### src/logic/async_serial_pkg.sv
package async_serial_pkg;
	localparam int ADDR_W = 8;

	typedef struct packed {
		logic psel;
		logic penable;
		logic pwrite;
		logic [ADDR_W-1:0] paddr;
		logic [31:0] pwdata;
	} apb_req_t;

	typedef struct packed {
		logic pready;
		logic [31:0] prdata;
		logic pslverr;
	} apb_rsp_t;

	typedef struct packed {
		logic out;
		logic oe;
	} od_pin_t;

	// Register byte offsets
	localparam logic [ADDR_W-1:0] OFS_CTRL_ONE = 8'h00;
	localparam logic [ADDR_W-1:0] OFS_CTRL_TWO = 8'h04;
	localparam logic [ADDR_W-1:0] OFS_CTRL_THREE = 8'h08;
	localparam logic [ADDR_W-1:0] OFS_STATUS_ONE = 8'h0C;
	localparam logic [ADDR_W-1:0] OFS_DATA = 8'h10;

	// serial_control_one fields
	localparam int LOOPBACK_BIT = 7;
	localparam int MODULE_ENABLE_BIT = 6;
	localparam int TX_INVERT_BIT = 5;
	localparam int CHAR_NINE_BIT = 4;
	localparam int WAKE_ADDR_BIT = 3;
	localparam int IDLE_COUNT_TYPE = 2;
	localparam int PARITY_ON_BIT = 1;
	localparam int PARITY_ODD_BIT = 0;
	// serial_control_two fields
	localparam int TX_EMPTY_IRQ_EN = 7;
	localparam int TX_DONE_IRQ_EN = 6;
	localparam int RX_FULL_IRQ_EN = 5;
	localparam int LINE_IDLE_IRQ_EN = 4;
	localparam int TX_ENABLE_BIT = 3;
	localparam int RX_ENABLE_BIT = 2;
	localparam int RX_STANDBY_BIT = 1;
	localparam int SEND_BREAK_BIT = 0;
	// serial_control_three fields
	localparam int RX_NINTH_BIT = 7;
	localparam int TX_NINTH_BIT = 6;
	localparam int OVERRUN_IRQ_EN = 3;
	localparam int NOISE_IRQ_EN = 2;
	localparam int FRAMING_IRQ_EN = 1;
	localparam int PARITY_IRQ_EN = 0;
	localparam logic [7:0] CTRL_THREE_WMASK = 8'h4F;
	// serial_status_one fields
	localparam int TX_EMPTY_FLAG = 7;
	localparam int TX_COMPLETE_FLAG = 6;
	localparam int RX_FULL_FLAG = 5;
	localparam int LINE_IDLE_FLAG = 4;
	localparam int OVERRUN_FLAG = 3;
	localparam int NOISE_FLAG = 2;
	localparam int FRAMING_ERR_FLAG = 1;
	localparam int PARITY_ERR_FLAG = 0;
	localparam logic [7:0] RX_FLAG_MASK = 8'h3F;

	// Reset values
	localparam logic [7:0] CTRL_ONE_RESET = 8'h00;
	localparam logic [7:0] CTRL_TWO_RESET = 8'h00;
	localparam logic [7:0] CTRL_THREE_RESET = 8'h00;
	localparam logic [7:0] STATUS_RESET = 8'hC0;

	// Oversampling: 16 ticks a bit, majority of ticks 7, 8 and 9
	localparam logic [3:0] SMP_FIRST = 4'h7;
	localparam logic [3:0] SMP_SECOND = 4'h8;
	localparam logic [3:0] SMP_THIRD = 4'h9;
	localparam logic [3:0] RT_LAST = 4'hF;
	localparam logic [3:0] LAST_IDX_SHORT = 4'h7;
	localparam logic [3:0] LAST_IDX_LONG = 4'h8;
	localparam logic [3:0] IDLE_BITS_SHORT = 4'hA;
	localparam logic [3:0] IDLE_BITS_LONG = 4'hB;
	localparam logic [3:0] IDLE_BITS_MAX = 4'hF;
	localparam logic [3:0] FRAME_SHORT = 4'hA;
	localparam logic [3:0] FRAME_LONG = 4'hB;

	typedef enum logic [3:0] {
		RX_IDLE = 4'h1,
		RX_START = 4'h2,
		RX_DATA = 4'h4,
		RX_STOP = 4'h8
	} rx_state_t;

	typedef enum logic [1:0] {
		TX_IDLE = 2'h1,
		TX_SHIFT = 2'h2
	} tx_state_t;
endpackage : async_serial_pkg

### src/logic/async_serial_rx_wakeup_ctrl.sv
`timescale 1ns/1ps
module async_serial_rx_wakeup_ctrl
	import async_serial_pkg::*;
#(
	parameter int BAUD_DIV = 52
) (
	// Clock and reset
	input wire logic clock,
	input wire logic resetn,
	// Register bus
	input wire async_serial_pkg::apb_req_t apbReq,
	output async_serial_pkg::apb_rsp_t apbRsp,
	// System state
	input wire logic waitMode,
	input wire logic stopMode,
	input wire logic dbgBreak,
	input wire logic breakClearEn,
	// Port logic when the module is off
	input wire logic gpioOutTwo,
	input wire logic gpioOutThree,
	input wire logic dirBitTwo,
	input wire logic dirBitThree,
	output logic portInTwo,
	output logic portInThree,
	// Pins
	input wire logic pinTwoIn,
	output async_serial_pkg::od_pin_t pinTwo,
	input wire logic pinThreeIn,
	output async_serial_pkg::od_pin_t pinThree,
	// Requests
	output logic rxIrq,
	output logic errIrq,
	output logic txIrq,
	output logic wakeReq
);
	import async_serial_pkg::*;

	if (BAUD_DIV < 1 || BAUD_DIV > 65536) begin : g_bad_div
		$error("BAUD_DIV out of range");
	end

	localparam logic [15:0] DIV_RELOAD = 16'(BAUD_DIV - 1);

	typedef struct packed {
		logic [2:0] rxPinSync;
		logic [2:0] txPinSync;
		logic rxLine;
		logic txPinLine;
		logic [7:0] ctrlOne;
		logic [7:0] ctrlTwo;
		logic [7:0] ctrlThree;
		logic [7:0] status;
		logic [7:0] clearArm;
		logic [8:0] rxData;
		logic [8:0] rxBits;
		rx_state_t rxState;
		logic [3:0] rxRt;
		logic [3:0] bitIdx;
		logic [1:0] smp;
		logic rxNoise;
		logic rxPrev;
		logic [3:0] idleRt;
		logic [3:0] idleBits;
		logic idleArm;
		tx_state_t txState;
		logic [10:0] txShift;
		logic [3:0] txCnt;
		logic [3:0] txRt;
		logic [7:0] txBuf;
		logic txLevel;
		logic [15:0] baudCnt;
		logic rtTick;
		logic pinTwoOe;
		logic pinThreeOe;
		logic pready;
		logic [31:0] prdata;
		logic pslverr;
		logic rxIrq;
		logic errIrq;
		logic txIrq;
		logic wakeReq;
	} state_t;

	state_t st_r;
	state_t st_nxt;
	logic [1:0] rstPipe_r;
	logic rstn;
	logic charDone, charMsb, stopLow, idleFire, idleWake, protect, doAcc, bitNow, noisy;
	logic enabled, nineBit, standby, rxIn, parErr, rxOn, txPar;
	logic [3:0] lastIdx, idleLimit;
	logic [8:0] frameBits;
	logic [7:0] rdVal;
	logic unmapped;

	// Reset release is synchronous so that no flop leaves reset on a different edge
	always_ff @(posedge clock or negedge resetn) begin
		if (!resetn) begin
			rstPipe_r <= 2'h0;
		end else begin
			rstPipe_r <= {rstPipe_r[0], 1'b1};
		end
	end
	assign rstn = rstPipe_r[1];

	always_comb begin
		st_nxt = st_r;
		charDone = 1'b0;
		charMsb = 1'b0;
		stopLow = 1'b0;
		idleFire = 1'b0;
		idleWake = 1'b0;
		bitNow = 1'b0;
		noisy = 1'b0;
		parErr = 1'b0;
		rdVal = 8'h00;
		unmapped = 1'b0;
		txPar = 1'b0;
		enabled = st_r.ctrlOne[MODULE_ENABLE_BIT];
		nineBit = st_r.ctrlOne[CHAR_NINE_BIT];
		standby = st_r.ctrlTwo[RX_STANDBY_BIT];
		lastIdx = nineBit ? LAST_IDX_LONG : LAST_IDX_SHORT;
		idleLimit = nineBit ? IDLE_BITS_LONG : IDLE_BITS_SHORT;
		frameBits = nineBit ? st_r.rxBits : {1'b0, st_r.rxBits[7:0]};
		protect = dbgBreak && !breakClearEn;

		// Pin synchronisers: a level counts once the last two stages agree
		st_nxt.rxPinSync = {st_r.rxPinSync[1:0], pinThreeIn};
		st_nxt.txPinSync = {st_r.txPinSync[1:0], pinTwoIn};
		if (st_r.rxPinSync[1] == st_r.rxPinSync[2]) begin
			st_nxt.rxLine = st_r.rxPinSync[2];
		end
		if (st_r.txPinSync[1] == st_r.txPinSync[2]) begin
			st_nxt.txPinLine = st_r.txPinSync[2];
		end
		rxIn = st_r.ctrlOne[LOOPBACK_BIT] ? st_r.txLevel : st_r.rxLine;

		// Bus: one wait state; data and error are prepared in that cycle
		st_nxt.pready = apbReq.psel && apbReq.penable && !st_r.pready;
		st_nxt.prdata = 32'h0000_0000;
		st_nxt.pslverr = 1'b0;
		case (apbReq.paddr)
			OFS_CTRL_ONE: rdVal = st_r.ctrlOne;
			OFS_CTRL_TWO: rdVal = st_r.ctrlTwo;
			OFS_CTRL_THREE: rdVal = st_r.ctrlThree;
			OFS_STATUS_ONE: rdVal = st_r.status;
			OFS_DATA: rdVal = st_r.rxData[7:0];
			default: unmapped = 1'b1;
		endcase
		if (st_nxt.pready) begin
			st_nxt.pslverr = unmapped || waitMode;
			st_nxt.prdata = st_nxt.pslverr ? 32'h0000_0000 : {24'h00_0000, rdVal};
		end
		doAcc = st_r.pready && apbReq.psel && apbReq.penable && !st_r.pslverr;
		if (doAcc && apbReq.pwrite) begin
			case (apbReq.paddr)
				OFS_CTRL_ONE: st_nxt.ctrlOne = apbReq.pwdata[7:0];
				OFS_CTRL_TWO: begin
					st_nxt.ctrlTwo = apbReq.pwdata[7:0];
					// Enables of both directions only move while the module is on
					if (!enabled) begin
						st_nxt.ctrlTwo[TX_ENABLE_BIT] = st_r.ctrlTwo[TX_ENABLE_BIT];
						st_nxt.ctrlTwo[RX_ENABLE_BIT] = st_r.ctrlTwo[RX_ENABLE_BIT];
					end
				end
				OFS_CTRL_THREE: begin
					st_nxt.ctrlThree = (st_r.ctrlThree & ~CTRL_THREE_WMASK) | (apbReq.pwdata[7:0] & CTRL_THREE_WMASK);
				end
				OFS_DATA: begin
					if (enabled) begin
						st_nxt.txBuf = apbReq.pwdata[7:0];
						st_nxt.status[TX_EMPTY_FLAG] = 1'b0;
					end
				end
				default: ;
			endcase
		end
		if (doAcc && !protect) begin
			if (!apbReq.pwrite && apbReq.paddr == OFS_STATUS_ONE) begin
				st_nxt.clearArm = st_r.status & RX_FLAG_MASK;
			end
			if (apbReq.paddr == OFS_DATA) begin
				// Start from the next value so that a transmit-buffer write in this cycle keeps its flag change
				st_nxt.status = st_nxt.status & ~st_r.clearArm;
				st_nxt.clearArm = 8'h00;
			end
		end

		// Divider for the oversampling tick; frozen in stop mode, state kept
		st_nxt.rtTick = 1'b0;
		if (enabled && !stopMode) begin
			if (st_r.baudCnt == 16'h0000) begin
				st_nxt.baudCnt = DIV_RELOAD;
				st_nxt.rtTick = 1'b1;
			end else begin
				st_nxt.baudCnt = st_r.baudCnt - 16'h0001;
			end
		end

		if (st_r.rtTick && st_r.ctrlTwo[RX_ENABLE_BIT]) begin
			if (st_r.rxState != RX_IDLE) begin
				st_nxt.rxRt = st_r.rxRt + 4'h1;
				if (st_r.rxRt == SMP_FIRST) begin
					st_nxt.smp[0] = rxIn;
				end
				if (st_r.rxRt == SMP_SECOND) begin
					st_nxt.smp[1] = rxIn;
				end
			end
			if (st_r.rxRt == SMP_THIRD) begin
				bitNow = (st_r.smp[0] & st_r.smp[1]) | (st_r.smp[0] & rxIn) | (st_r.smp[1] & rxIn);
				noisy = !((st_r.smp[0] == st_r.smp[1]) && (st_r.smp[1] == rxIn));
			end
			unique case (st_r.rxState)
				RX_IDLE: begin
					st_nxt.rxPrev = rxIn;
					if (st_r.rxPrev && !rxIn) begin
						st_nxt.rxState = RX_START;
						st_nxt.rxRt = 4'h0;
						st_nxt.rxNoise = 1'b0;
						st_nxt.bitIdx = 4'h0;
						st_nxt.idleBits = 4'h0;
						st_nxt.idleRt = 4'h0;
						st_nxt.idleArm = 1'b1;
					end else if (rxIn) begin
						st_nxt.idleRt = st_r.idleRt + 4'h1;
						if (st_r.idleRt == RT_LAST && st_r.idleBits != IDLE_BITS_MAX) begin
							st_nxt.idleBits = st_r.idleBits + 4'h1;
						end
					end else begin
						st_nxt.idleRt = 4'h0;
						st_nxt.idleBits = 4'h0;
					end
					if (st_r.idleBits >= idleLimit) begin
						// Idle wake does not need a character first, so it can fire at once
						if (standby && !st_r.ctrlOne[WAKE_ADDR_BIT]) begin
							idleWake = 1'b1;
							st_nxt.ctrlTwo[RX_STANDBY_BIT] = 1'b0;
							st_nxt.idleArm = 1'b0;
						end else if (st_r.idleArm) begin
							idleFire = 1'b1;
							st_nxt.idleArm = 1'b0;
							if (!standby) begin
								st_nxt.status[LINE_IDLE_FLAG] = 1'b1;
							end
						end
					end
				end
				RX_START: begin
					if (st_r.rxRt == SMP_THIRD) begin
						if (bitNow) begin
							st_nxt.rxState = RX_IDLE;
							st_nxt.rxPrev = rxIn;
						end else begin
							st_nxt.rxNoise = noisy;
							st_nxt.rxState = RX_DATA;
						end
					end
				end
				RX_DATA: begin
					if (st_r.rxRt == SMP_THIRD) begin
						st_nxt.rxBits[st_r.bitIdx] = bitNow;
						st_nxt.rxNoise = st_r.rxNoise | noisy;
						// Counting from the start bit lets ones inside data look idle
						if (!st_r.ctrlOne[IDLE_COUNT_TYPE]) begin
							st_nxt.idleBits = bitNow ? st_r.idleBits + 4'h1 : 4'h0;
						end
						if (st_r.bitIdx == lastIdx) begin
							st_nxt.rxState = RX_STOP;
						end else begin
							st_nxt.bitIdx = st_r.bitIdx + 4'h1;
						end
					end
				end
				RX_STOP: begin
					if (st_r.rxRt == SMP_THIRD) begin
						charDone = 1'b1;
						stopLow = !bitNow;
						st_nxt.rxState = RX_IDLE;
						st_nxt.rxPrev = rxIn;
						st_nxt.idleRt = 4'h0;
						if (!st_r.ctrlOne[IDLE_COUNT_TYPE] && bitNow) begin
							st_nxt.idleBits = st_r.idleBits + 4'h1;
						end
					end
				end
			endcase
		end else if (!st_r.ctrlTwo[RX_ENABLE_BIT]) begin
			st_nxt.rxState = RX_IDLE;
		end

		if (charDone) begin
			charMsb = nineBit ? st_r.rxBits[8] : st_r.rxBits[7];
			parErr = st_r.ctrlOne[PARITY_ON_BIT] && ((^frameBits) != st_r.ctrlOne[PARITY_ODD_BIT]);
			if (!standby || (st_r.ctrlOne[WAKE_ADDR_BIT] && charMsb)) begin
				st_nxt.ctrlTwo[RX_STANDBY_BIT] = 1'b0;
				if (st_nxt.status[RX_FULL_FLAG]) begin
					st_nxt.status[OVERRUN_FLAG] = 1'b1;
				end else begin
					st_nxt.rxData = {nineBit ? st_r.rxBits[8] : st_r.rxBits[7], st_r.rxBits[7:0]};
					st_nxt.status[RX_FULL_FLAG] = 1'b1;
					st_nxt.status[NOISE_FLAG] = st_nxt.status[NOISE_FLAG] | st_r.rxNoise | noisy;
					st_nxt.status[FRAMING_ERR_FLAG] = st_nxt.status[FRAMING_ERR_FLAG] | stopLow;
					st_nxt.status[PARITY_ERR_FLAG] = st_nxt.status[PARITY_ERR_FLAG] | parErr;
				end
			end
		end
		st_nxt.ctrlThree[RX_NINTH_BIT] = st_nxt.rxData[8];

		if (st_r.rtTick) begin
			unique case (st_r.txState)
				TX_IDLE: begin
					if (st_r.ctrlTwo[TX_ENABLE_BIT] && !st_r.status[TX_EMPTY_FLAG]) begin
						st_nxt.txState = TX_SHIFT;
						st_nxt.txRt = 4'h0;
						st_nxt.status[TX_EMPTY_FLAG] = 1'b1;
						st_nxt.status[TX_COMPLETE_FLAG] = 1'b0;
						if (nineBit) begin
							txPar = (^st_r.txBuf) ^ st_r.ctrlOne[PARITY_ODD_BIT];
							st_nxt.txShift = {1'b1, st_r.ctrlOne[PARITY_ON_BIT] ? txPar : st_r.ctrlThree[TX_NINTH_BIT],
								st_r.txBuf, 1'b0};
							st_nxt.txCnt = FRAME_LONG;
						end else begin
							txPar = (^st_r.txBuf[6:0]) ^ st_r.ctrlOne[PARITY_ODD_BIT];
							st_nxt.txShift = {2'h3, st_r.ctrlOne[PARITY_ON_BIT] ? txPar : st_r.txBuf[7],
								st_r.txBuf[6:0], 1'b0};
							st_nxt.txCnt = FRAME_SHORT;
						end
					end
				end
				TX_SHIFT: begin
					st_nxt.txRt = st_r.txRt + 4'h1;
					if (st_r.txRt == RT_LAST) begin
						st_nxt.txShift = {1'b1, st_r.txShift[10:1]};
						st_nxt.txCnt = st_r.txCnt - 4'h1;
						if (st_r.txCnt == 4'h1) begin
							st_nxt.txState = TX_IDLE;
							st_nxt.status[TX_COMPLETE_FLAG] = 1'b1;
						end
					end
				end
			endcase
		end

		if (!st_nxt.ctrlOne[MODULE_ENABLE_BIT]) begin
			st_nxt.status[TX_EMPTY_FLAG] = 1'b1;
			st_nxt.status[TX_COMPLETE_FLAG] = 1'b1;
			st_nxt.txState = TX_IDLE;
			st_nxt.rxState = RX_IDLE;
			st_nxt.baudCnt = 16'h0000;
		end
		// Inversion applies to the idle level too
		st_nxt.txLevel = ((st_nxt.txState == TX_SHIFT) ? st_nxt.txShift[0] : 1'b1) ^ st_nxt.ctrlOne[TX_INVERT_BIT];

		rxOn = st_nxt.ctrlOne[MODULE_ENABLE_BIT] && !st_nxt.ctrlTwo[RX_STANDBY_BIT];
		st_nxt.rxIrq = rxOn && ((st_nxt.ctrlTwo[RX_FULL_IRQ_EN] && st_nxt.status[RX_FULL_FLAG]) ||
			(st_nxt.ctrlTwo[LINE_IDLE_IRQ_EN] && st_nxt.status[LINE_IDLE_FLAG]));
		st_nxt.errIrq = rxOn && |(st_nxt.ctrlThree[3:0] & st_nxt.status[3:0]);
		st_nxt.txIrq = st_nxt.ctrlOne[MODULE_ENABLE_BIT] &&
			((st_nxt.ctrlTwo[TX_EMPTY_IRQ_EN] && st_nxt.status[TX_EMPTY_FLAG]) ||
			(st_nxt.ctrlTwo[TX_DONE_IRQ_EN] && st_nxt.status[TX_COMPLETE_FLAG]));
		st_nxt.wakeReq = waitMode && (st_nxt.rxIrq || st_nxt.errIrq || st_nxt.txIrq);
		// Open drain: the pin is only ever pulled low
		st_nxt.pinTwoOe = st_nxt.ctrlOne[MODULE_ENABLE_BIT] ? !st_nxt.txLevel : (dirBitTwo && !gpioOutTwo);
		st_nxt.pinThreeOe = st_nxt.ctrlOne[MODULE_ENABLE_BIT] ? 1'b0 : (dirBitThree && !gpioOutThree);
	end

	always_ff @(posedge clock or negedge rstn) begin
		if (!rstn) begin
			st_r <= '0;
			st_r.ctrlOne <= CTRL_ONE_RESET;
			st_r.ctrlTwo <= CTRL_TWO_RESET;
			st_r.ctrlThree <= CTRL_THREE_RESET;
			st_r.status <= STATUS_RESET;
			st_r.rxState <= RX_IDLE;
			st_r.txState <= TX_IDLE;
			st_r.rxPinSync <= 3'h7;
			st_r.txPinSync <= 3'h7;
			st_r.rxLine <= 1'b1;
			st_r.txPinLine <= 1'b1;
			st_r.rxPrev <= 1'b1;
			st_r.txShift <= 11'h7FF;
			st_r.txLevel <= 1'b1;
		end else begin
			st_r <= st_nxt;
		end
	end

	assign apbRsp = '{pready: st_r.pready, prdata: st_r.prdata, pslverr: st_r.pslverr};
	assign pinTwo = '{out: 1'b0, oe: st_r.pinTwoOe};
	assign pinThree = '{out: 1'b0, oe: st_r.pinThreeOe};
	assign portInTwo = st_r.txPinLine;
	assign portInThree = st_r.rxLine;
	assign rxIrq = st_r.rxIrq;
	assign errIrq = st_r.errIrq;
	assign txIrq = st_r.txIrq;
	assign wakeReq = st_r.wakeReq;
endmodule : async_serial_rx_wakeup_ctrl

### config.mk
export PLATFORM = sky130hd
export DESIGN_NAME = async_serial_rx_wakeup_ctrl
export DESIGN_NICKNAME = d
export VERILOG_FILES = /design/src/logic/async_serial_pkg.sv /design/src/logic/async_serial_rx_wakeup_ctrl.sv
export SDC_FILE = /design/constraint.sdc
export NUM_CORES = 1
export LEC_CHECK = 0
export BUFFER_PORTS_ARGS = -buffer_cell sky130_fd_sc_hd__buf_2
export CORE_UTILIZATION = 57
export DETAILED_ROUTE_END_ITERATION = 12
export PLACE_DENSITY = 0.77
export SLEW_MARGIN = 20
export SYNTH_ARGS = -nofsm -noshare
export SYNTH_HDL_FRONTEND = slang
export SYNTH_SLANG_ARGS = --single-unit
### constraint.sdc
create_clock -name clock -period 11.89 [get_ports clock]
set_input_delay 0.5945 -clock clock [delete_from_list [all_inputs] [get_ports clock]]
set_output_delay 0.5945 -clock clock [all_outputs]
set_load 0.05 [all_outputs]
# Word-level counts from Yosys, hierarchy flattened

Index checks and enable logic that the tools add are counted.

Bits in latches: 0
Bits in read-only memories: 0
Flip-flop bits (word level): 180
Bits in writable memories: 0
Memories: 0
Bits of input ports: 55
Word-level logic and storage cells: 316
Output and inout bits: 44

Multiply operators: 0
Div/mod/pow operators: 0
Bitwise logic cells: 18
Multiplexer cells: 113
Reductions and logical operators: 86
Equal/unequal tests: 44
Shift operators: 0
Add/subtract/negate cells: 7
$lt $le $gt $ge: 3

Operator list:

| kind                    | number |
|---|---|
| $mux W4                 | 19 |
| $mux W16                | 4 |
| $mux W9                 | 6 |
| $mux W1                 | 50 |
| $mux W8                 | 6 |
| $mux W21                | 2 |
| $pmux W21 S2            | 1 |
| $pmux W8 S5             | 1 |
| $mux W17                | 2 |
| $logic_and A1 B1 Y1     | 31 |
| $ne A4 B4 Y1 const B    | 7 |
| $mux W24                | 1 |
| $reduce_and A3 Y1       | 8 |
| $ne A2 B2 Y1 const B    | 11 |
| $add A4 B1 Y4 const B   | 5 |
| $eq A4 B4 Y1 const B    | 5 |
| $logic_not A1 Y1        | 17 |
| $eq A8 B4 Y1 const B    | 2 |
| $logic_not A16 Y1       | 1 |
| $pmux W4 S2             | 2 |
| $pmux W4 S4             | 1 |
| $sub A16 B1 Y16 const B | 1 |
| $mux W14                | 1 |
| $mux W2                 | 7 |
| 46 further kinds        | 80 |

# Depth between registers and ports, before layout

Depth in word-level cells: 20
Mapped depth: 10

# Worst setup path after synthesis

Ideal clock, no wire load.

Path type: input to register
Start point: input port apbReq[33] in the netlist's numbering
End point: register st_r (netlist bit wakeReq)
Arrival: 2906 ps
Path slack: 8862 ps
Library setup time: 122 ps
Stages: 8
Path through: nor4_4 -> nand2_4 -> or4_4 -> buf_6 -> mux2_4 -> a22o_1 -> or4_1 -> a32o_1

RTL lines:

| what                 | line                               | RTL |
|---|---|---|
| from (decl)          | async_serial_rx_wakeup_ctrl.sv:11  | `input wire async_serial_pkg::apb_req_t apbReq,` |
| to (signal assigned) | async_serial_rx_wakeup_ctrl.sv:384 | `st_r <= st_nxt;` |
| to (decl)            | async_serial_rx_wakeup_ctrl.sv:84  | `state_t st_r;` |

==> metrics.csv <==
metric;value;unit
tightest_slew;1.06;ns
clk-insertion-delay-late;0.43;ns
placementRows;42;
drt_wl_total;17500;um
hold_buffers;1;
synth_compound_area_share;13.7;%
wl_per_cell;17.5;um
startpoint_type;input port;
drcViolationCount;0;
setup_tns;0;ns
finalSetupViolations;0;
grt_pass1_wl;28800;um
cts_tree;built;
clk_pin_slew;0.06;ns
drive_above_1_share;19.5;%
endpoint_kind;register;
finalMaxSlewViolations;0;
placedCellCount;963;
antennaDiodeCount;0;
hold_end;st_nxt[176];
crit_required;12.20;ns
synth.mux.area_fraction;7.69;%
place_hpwl;12200;um
synth_top_family_by_area;simple AND/OR/NAND/NOR gates;
hold_viol_final;0;
ys_ff_latch;151;
async_flop_share;100;%
post_cts_buffers;0;
grt_max_degree;80;
cts_root_buffer;clkbuf_16;
fp.dieW;119;um
min_path_cells;1;
start_util;58.5;%
path_delay_family;simple AND/OR/NAND/NOR gates;
highest_layer;met4;
mostFrequentLayoutCell;dfrtp_1;
ioPinCount;99;
cts.path.max_buffers;2;
fp.dieH;119;um
skew;0.00978;ns
synth_top_flop_cell;dfrtp_1;
viasPerCell;6.02;
yosysTopAreaCellShare;40.6;%
power.density;134;nW/um2
syn_avg_cell_area;10.0;um2
path_class;input port to register;
synth_cell_types;65;
htreeDepth;4;
reg2reg_slack;8.68;ns
yosysTopAreaCell;dfrtp_1;
cts.repair.resized;0;
rsz0062_at_grt;false;
fin_crit;3.40;ns
core-area;13300;um2
clock_sinks;151;
ant_nets;0;
hold_path_class;input port to register;
critPathBufInv;2;
p_leak;3.97;nW
routabilityCongestion;0.910;
synthAdderAreaFrac;2.83;%
clock.fmax;294;MHz
synthCells;777;
rr_endpoint;st_r[110];
grt_usage;26.1;%
overflow;0;
nets;878;
wl_met1;7480;um
path_cells;buf_2, nor2_1, nand3_1, o21ai_0, and2_1, clkinv_1, and3_1, a31oi_1, mux2_2;
critPathArrivalTime;3.71;ns
cts_buffers;17;
vdd_drop_max;0.0930;mV
syn_area;7770;um2
placed_area;7960;um2
route.met2.wl;8570;um
yosys-top-cells-area;dfrtp_1, dfstp_2, mux2_2, o21ai_0, nand2_1;
slew_headroom;28.6;%
synthSimpleGateAreaFrac;17.7;%
grt_pass1_vias;5857;
worstHoldStart;pinThreeIn;
synth_edf_count;0;
yosysSeqAreaShare;49.0;%
reg2reg_from;apbRsp[0];
antenna_found_initial;0;
fin_cells;996;
cp_slowest_cell;and2_1;
die-area;14100;um2
r2r_cells;8;
area_growth;10.8;%
synth-xor-area-share;2.72;%
layout_common_cells;dfrtp_1, nand2_1, o21ai_0;
portBuffers;48;
drtIter0Drc;580;
drt-pass1-iter-count;8;
fin_crit_sh;28.6;%
yosysWarnings;0;
path_max_fanout;20;
finish.instance_area;8610;um2
vias;6000;
dr_wl_met3;1040;um
critical-path-max-stage-delay;0.45;ns
maxCapViolCount;0;
outcome;finished clean;
-- through the flow --
step           hold WS [ns]  power [mW]  setup slack [ns]  utilization [%]
2_1_floorplan         0.299       0.577              7.41                -
3_3_place_gp          0.338       0.583              8.36             59.9
3_5_place_dp          0.349       0.584              8.15             59.9
4_1_cts               0.251        1.16              8.53             64.8
5_1_grt               0.253        1.19              8.24             64.8
6_report              0.265        1.16              8.49             64.8
-- how the worst max path moves through the flow --
stage            startpoint   endpoint  slack [ns]  cells past startpoint
6_report         apbReq[34]  st_r[110]        8.49                      9
3_5_place_dp     apbReq[34]  st_r[110]        8.15                      9
5_1_grt          apbReq[34]  st_r[110]        8.24                      9
3_3_place_gp     apbReq[33]  st_r[110]        8.36                      9
4_1_cts          apbReq[34]  st_r[110]        8.53                      9
2_1_floorplan  rstPipe_r[1]  apbRsp[0]        7.41                      0
-- cell usage after synthesis (all sizes together), types with 5 or more instances --
| cell type | number |
|---|---|
| nor2 | 56 |
| nand3 | 31 |
| ha | 16 |
| nor2b | 6 |
| nand4 | 8 |
| o21ai | 77 |
| clkbuf | 27 |
| and4b | 5 |
| nand2b | 12 |
| nand2 | 88 |
| xnor2 | 11 |
| a22oi | 16 |
| dfrtp | 126 |
| a21oi | 24 |
| mux2i | 14 |
| buf | 40 |
| o31ai | 11 |
| and2 | 6 |
| nor3 | 18 |
| a21o | 5 |
| inv | 20 |
| xor2 | 8 |
| dfstp | 25 |
| mux2 | 40 |
-- sequential cells by signal (all words and copies together), names as in the netlist --
register,flops
rstPipe_r,2
enabled,1
apbRsp,10
st_nxt,4
nineBit,1
portInTwo,1
pinTwo,1
portInThree,1
txIrq,1
st_r,125
pinThree,1
rxIrq,1
errIrq,1
wakeReq,1
-- cells by family (layout without fill, tap and decap cells) --
group                      after synthesis  count (layout)
AOI/OAI and AO/OA                      172             172
DFF                                    151             151
muxes                                   54              54
and+or+nand+nor                        270             270
adders and majority gates               18              18
xor gates and xnor gates                21              21
other                                    2              27
buffers and inverters                   89             107
-- cell type report --
class,count,area [um2]
Fill cell,1033,4680
Sequential cell,151,3810
Multi-Input combinational cell,562,3570
Clock buffer,22,474
Timing Repair Buffer,53,280
Tap cell,176,220
Clock inverter,10,168
Inverter,22,82.6
-- layer usage --
| metal | up-vias | track usage, % |
|---|---|---|
| met3 | 36 | 6.13 |
| li1 | 2764 | - |
| met5 | - | 0 |
| met1 | 2950 | 33.5 |
| met4 | 0 | 10.4 |
| met2 | 250 | 42.7 |
-- power by group --
group          total [mW]  internal, mW  switching, mW
registers           0.525         0.519        0.00602
logic              0.0499       0.00931         0.0406
clock network       0.584         0.369          0.215
No activity file was read; power rests on OpenSTA's default activity.
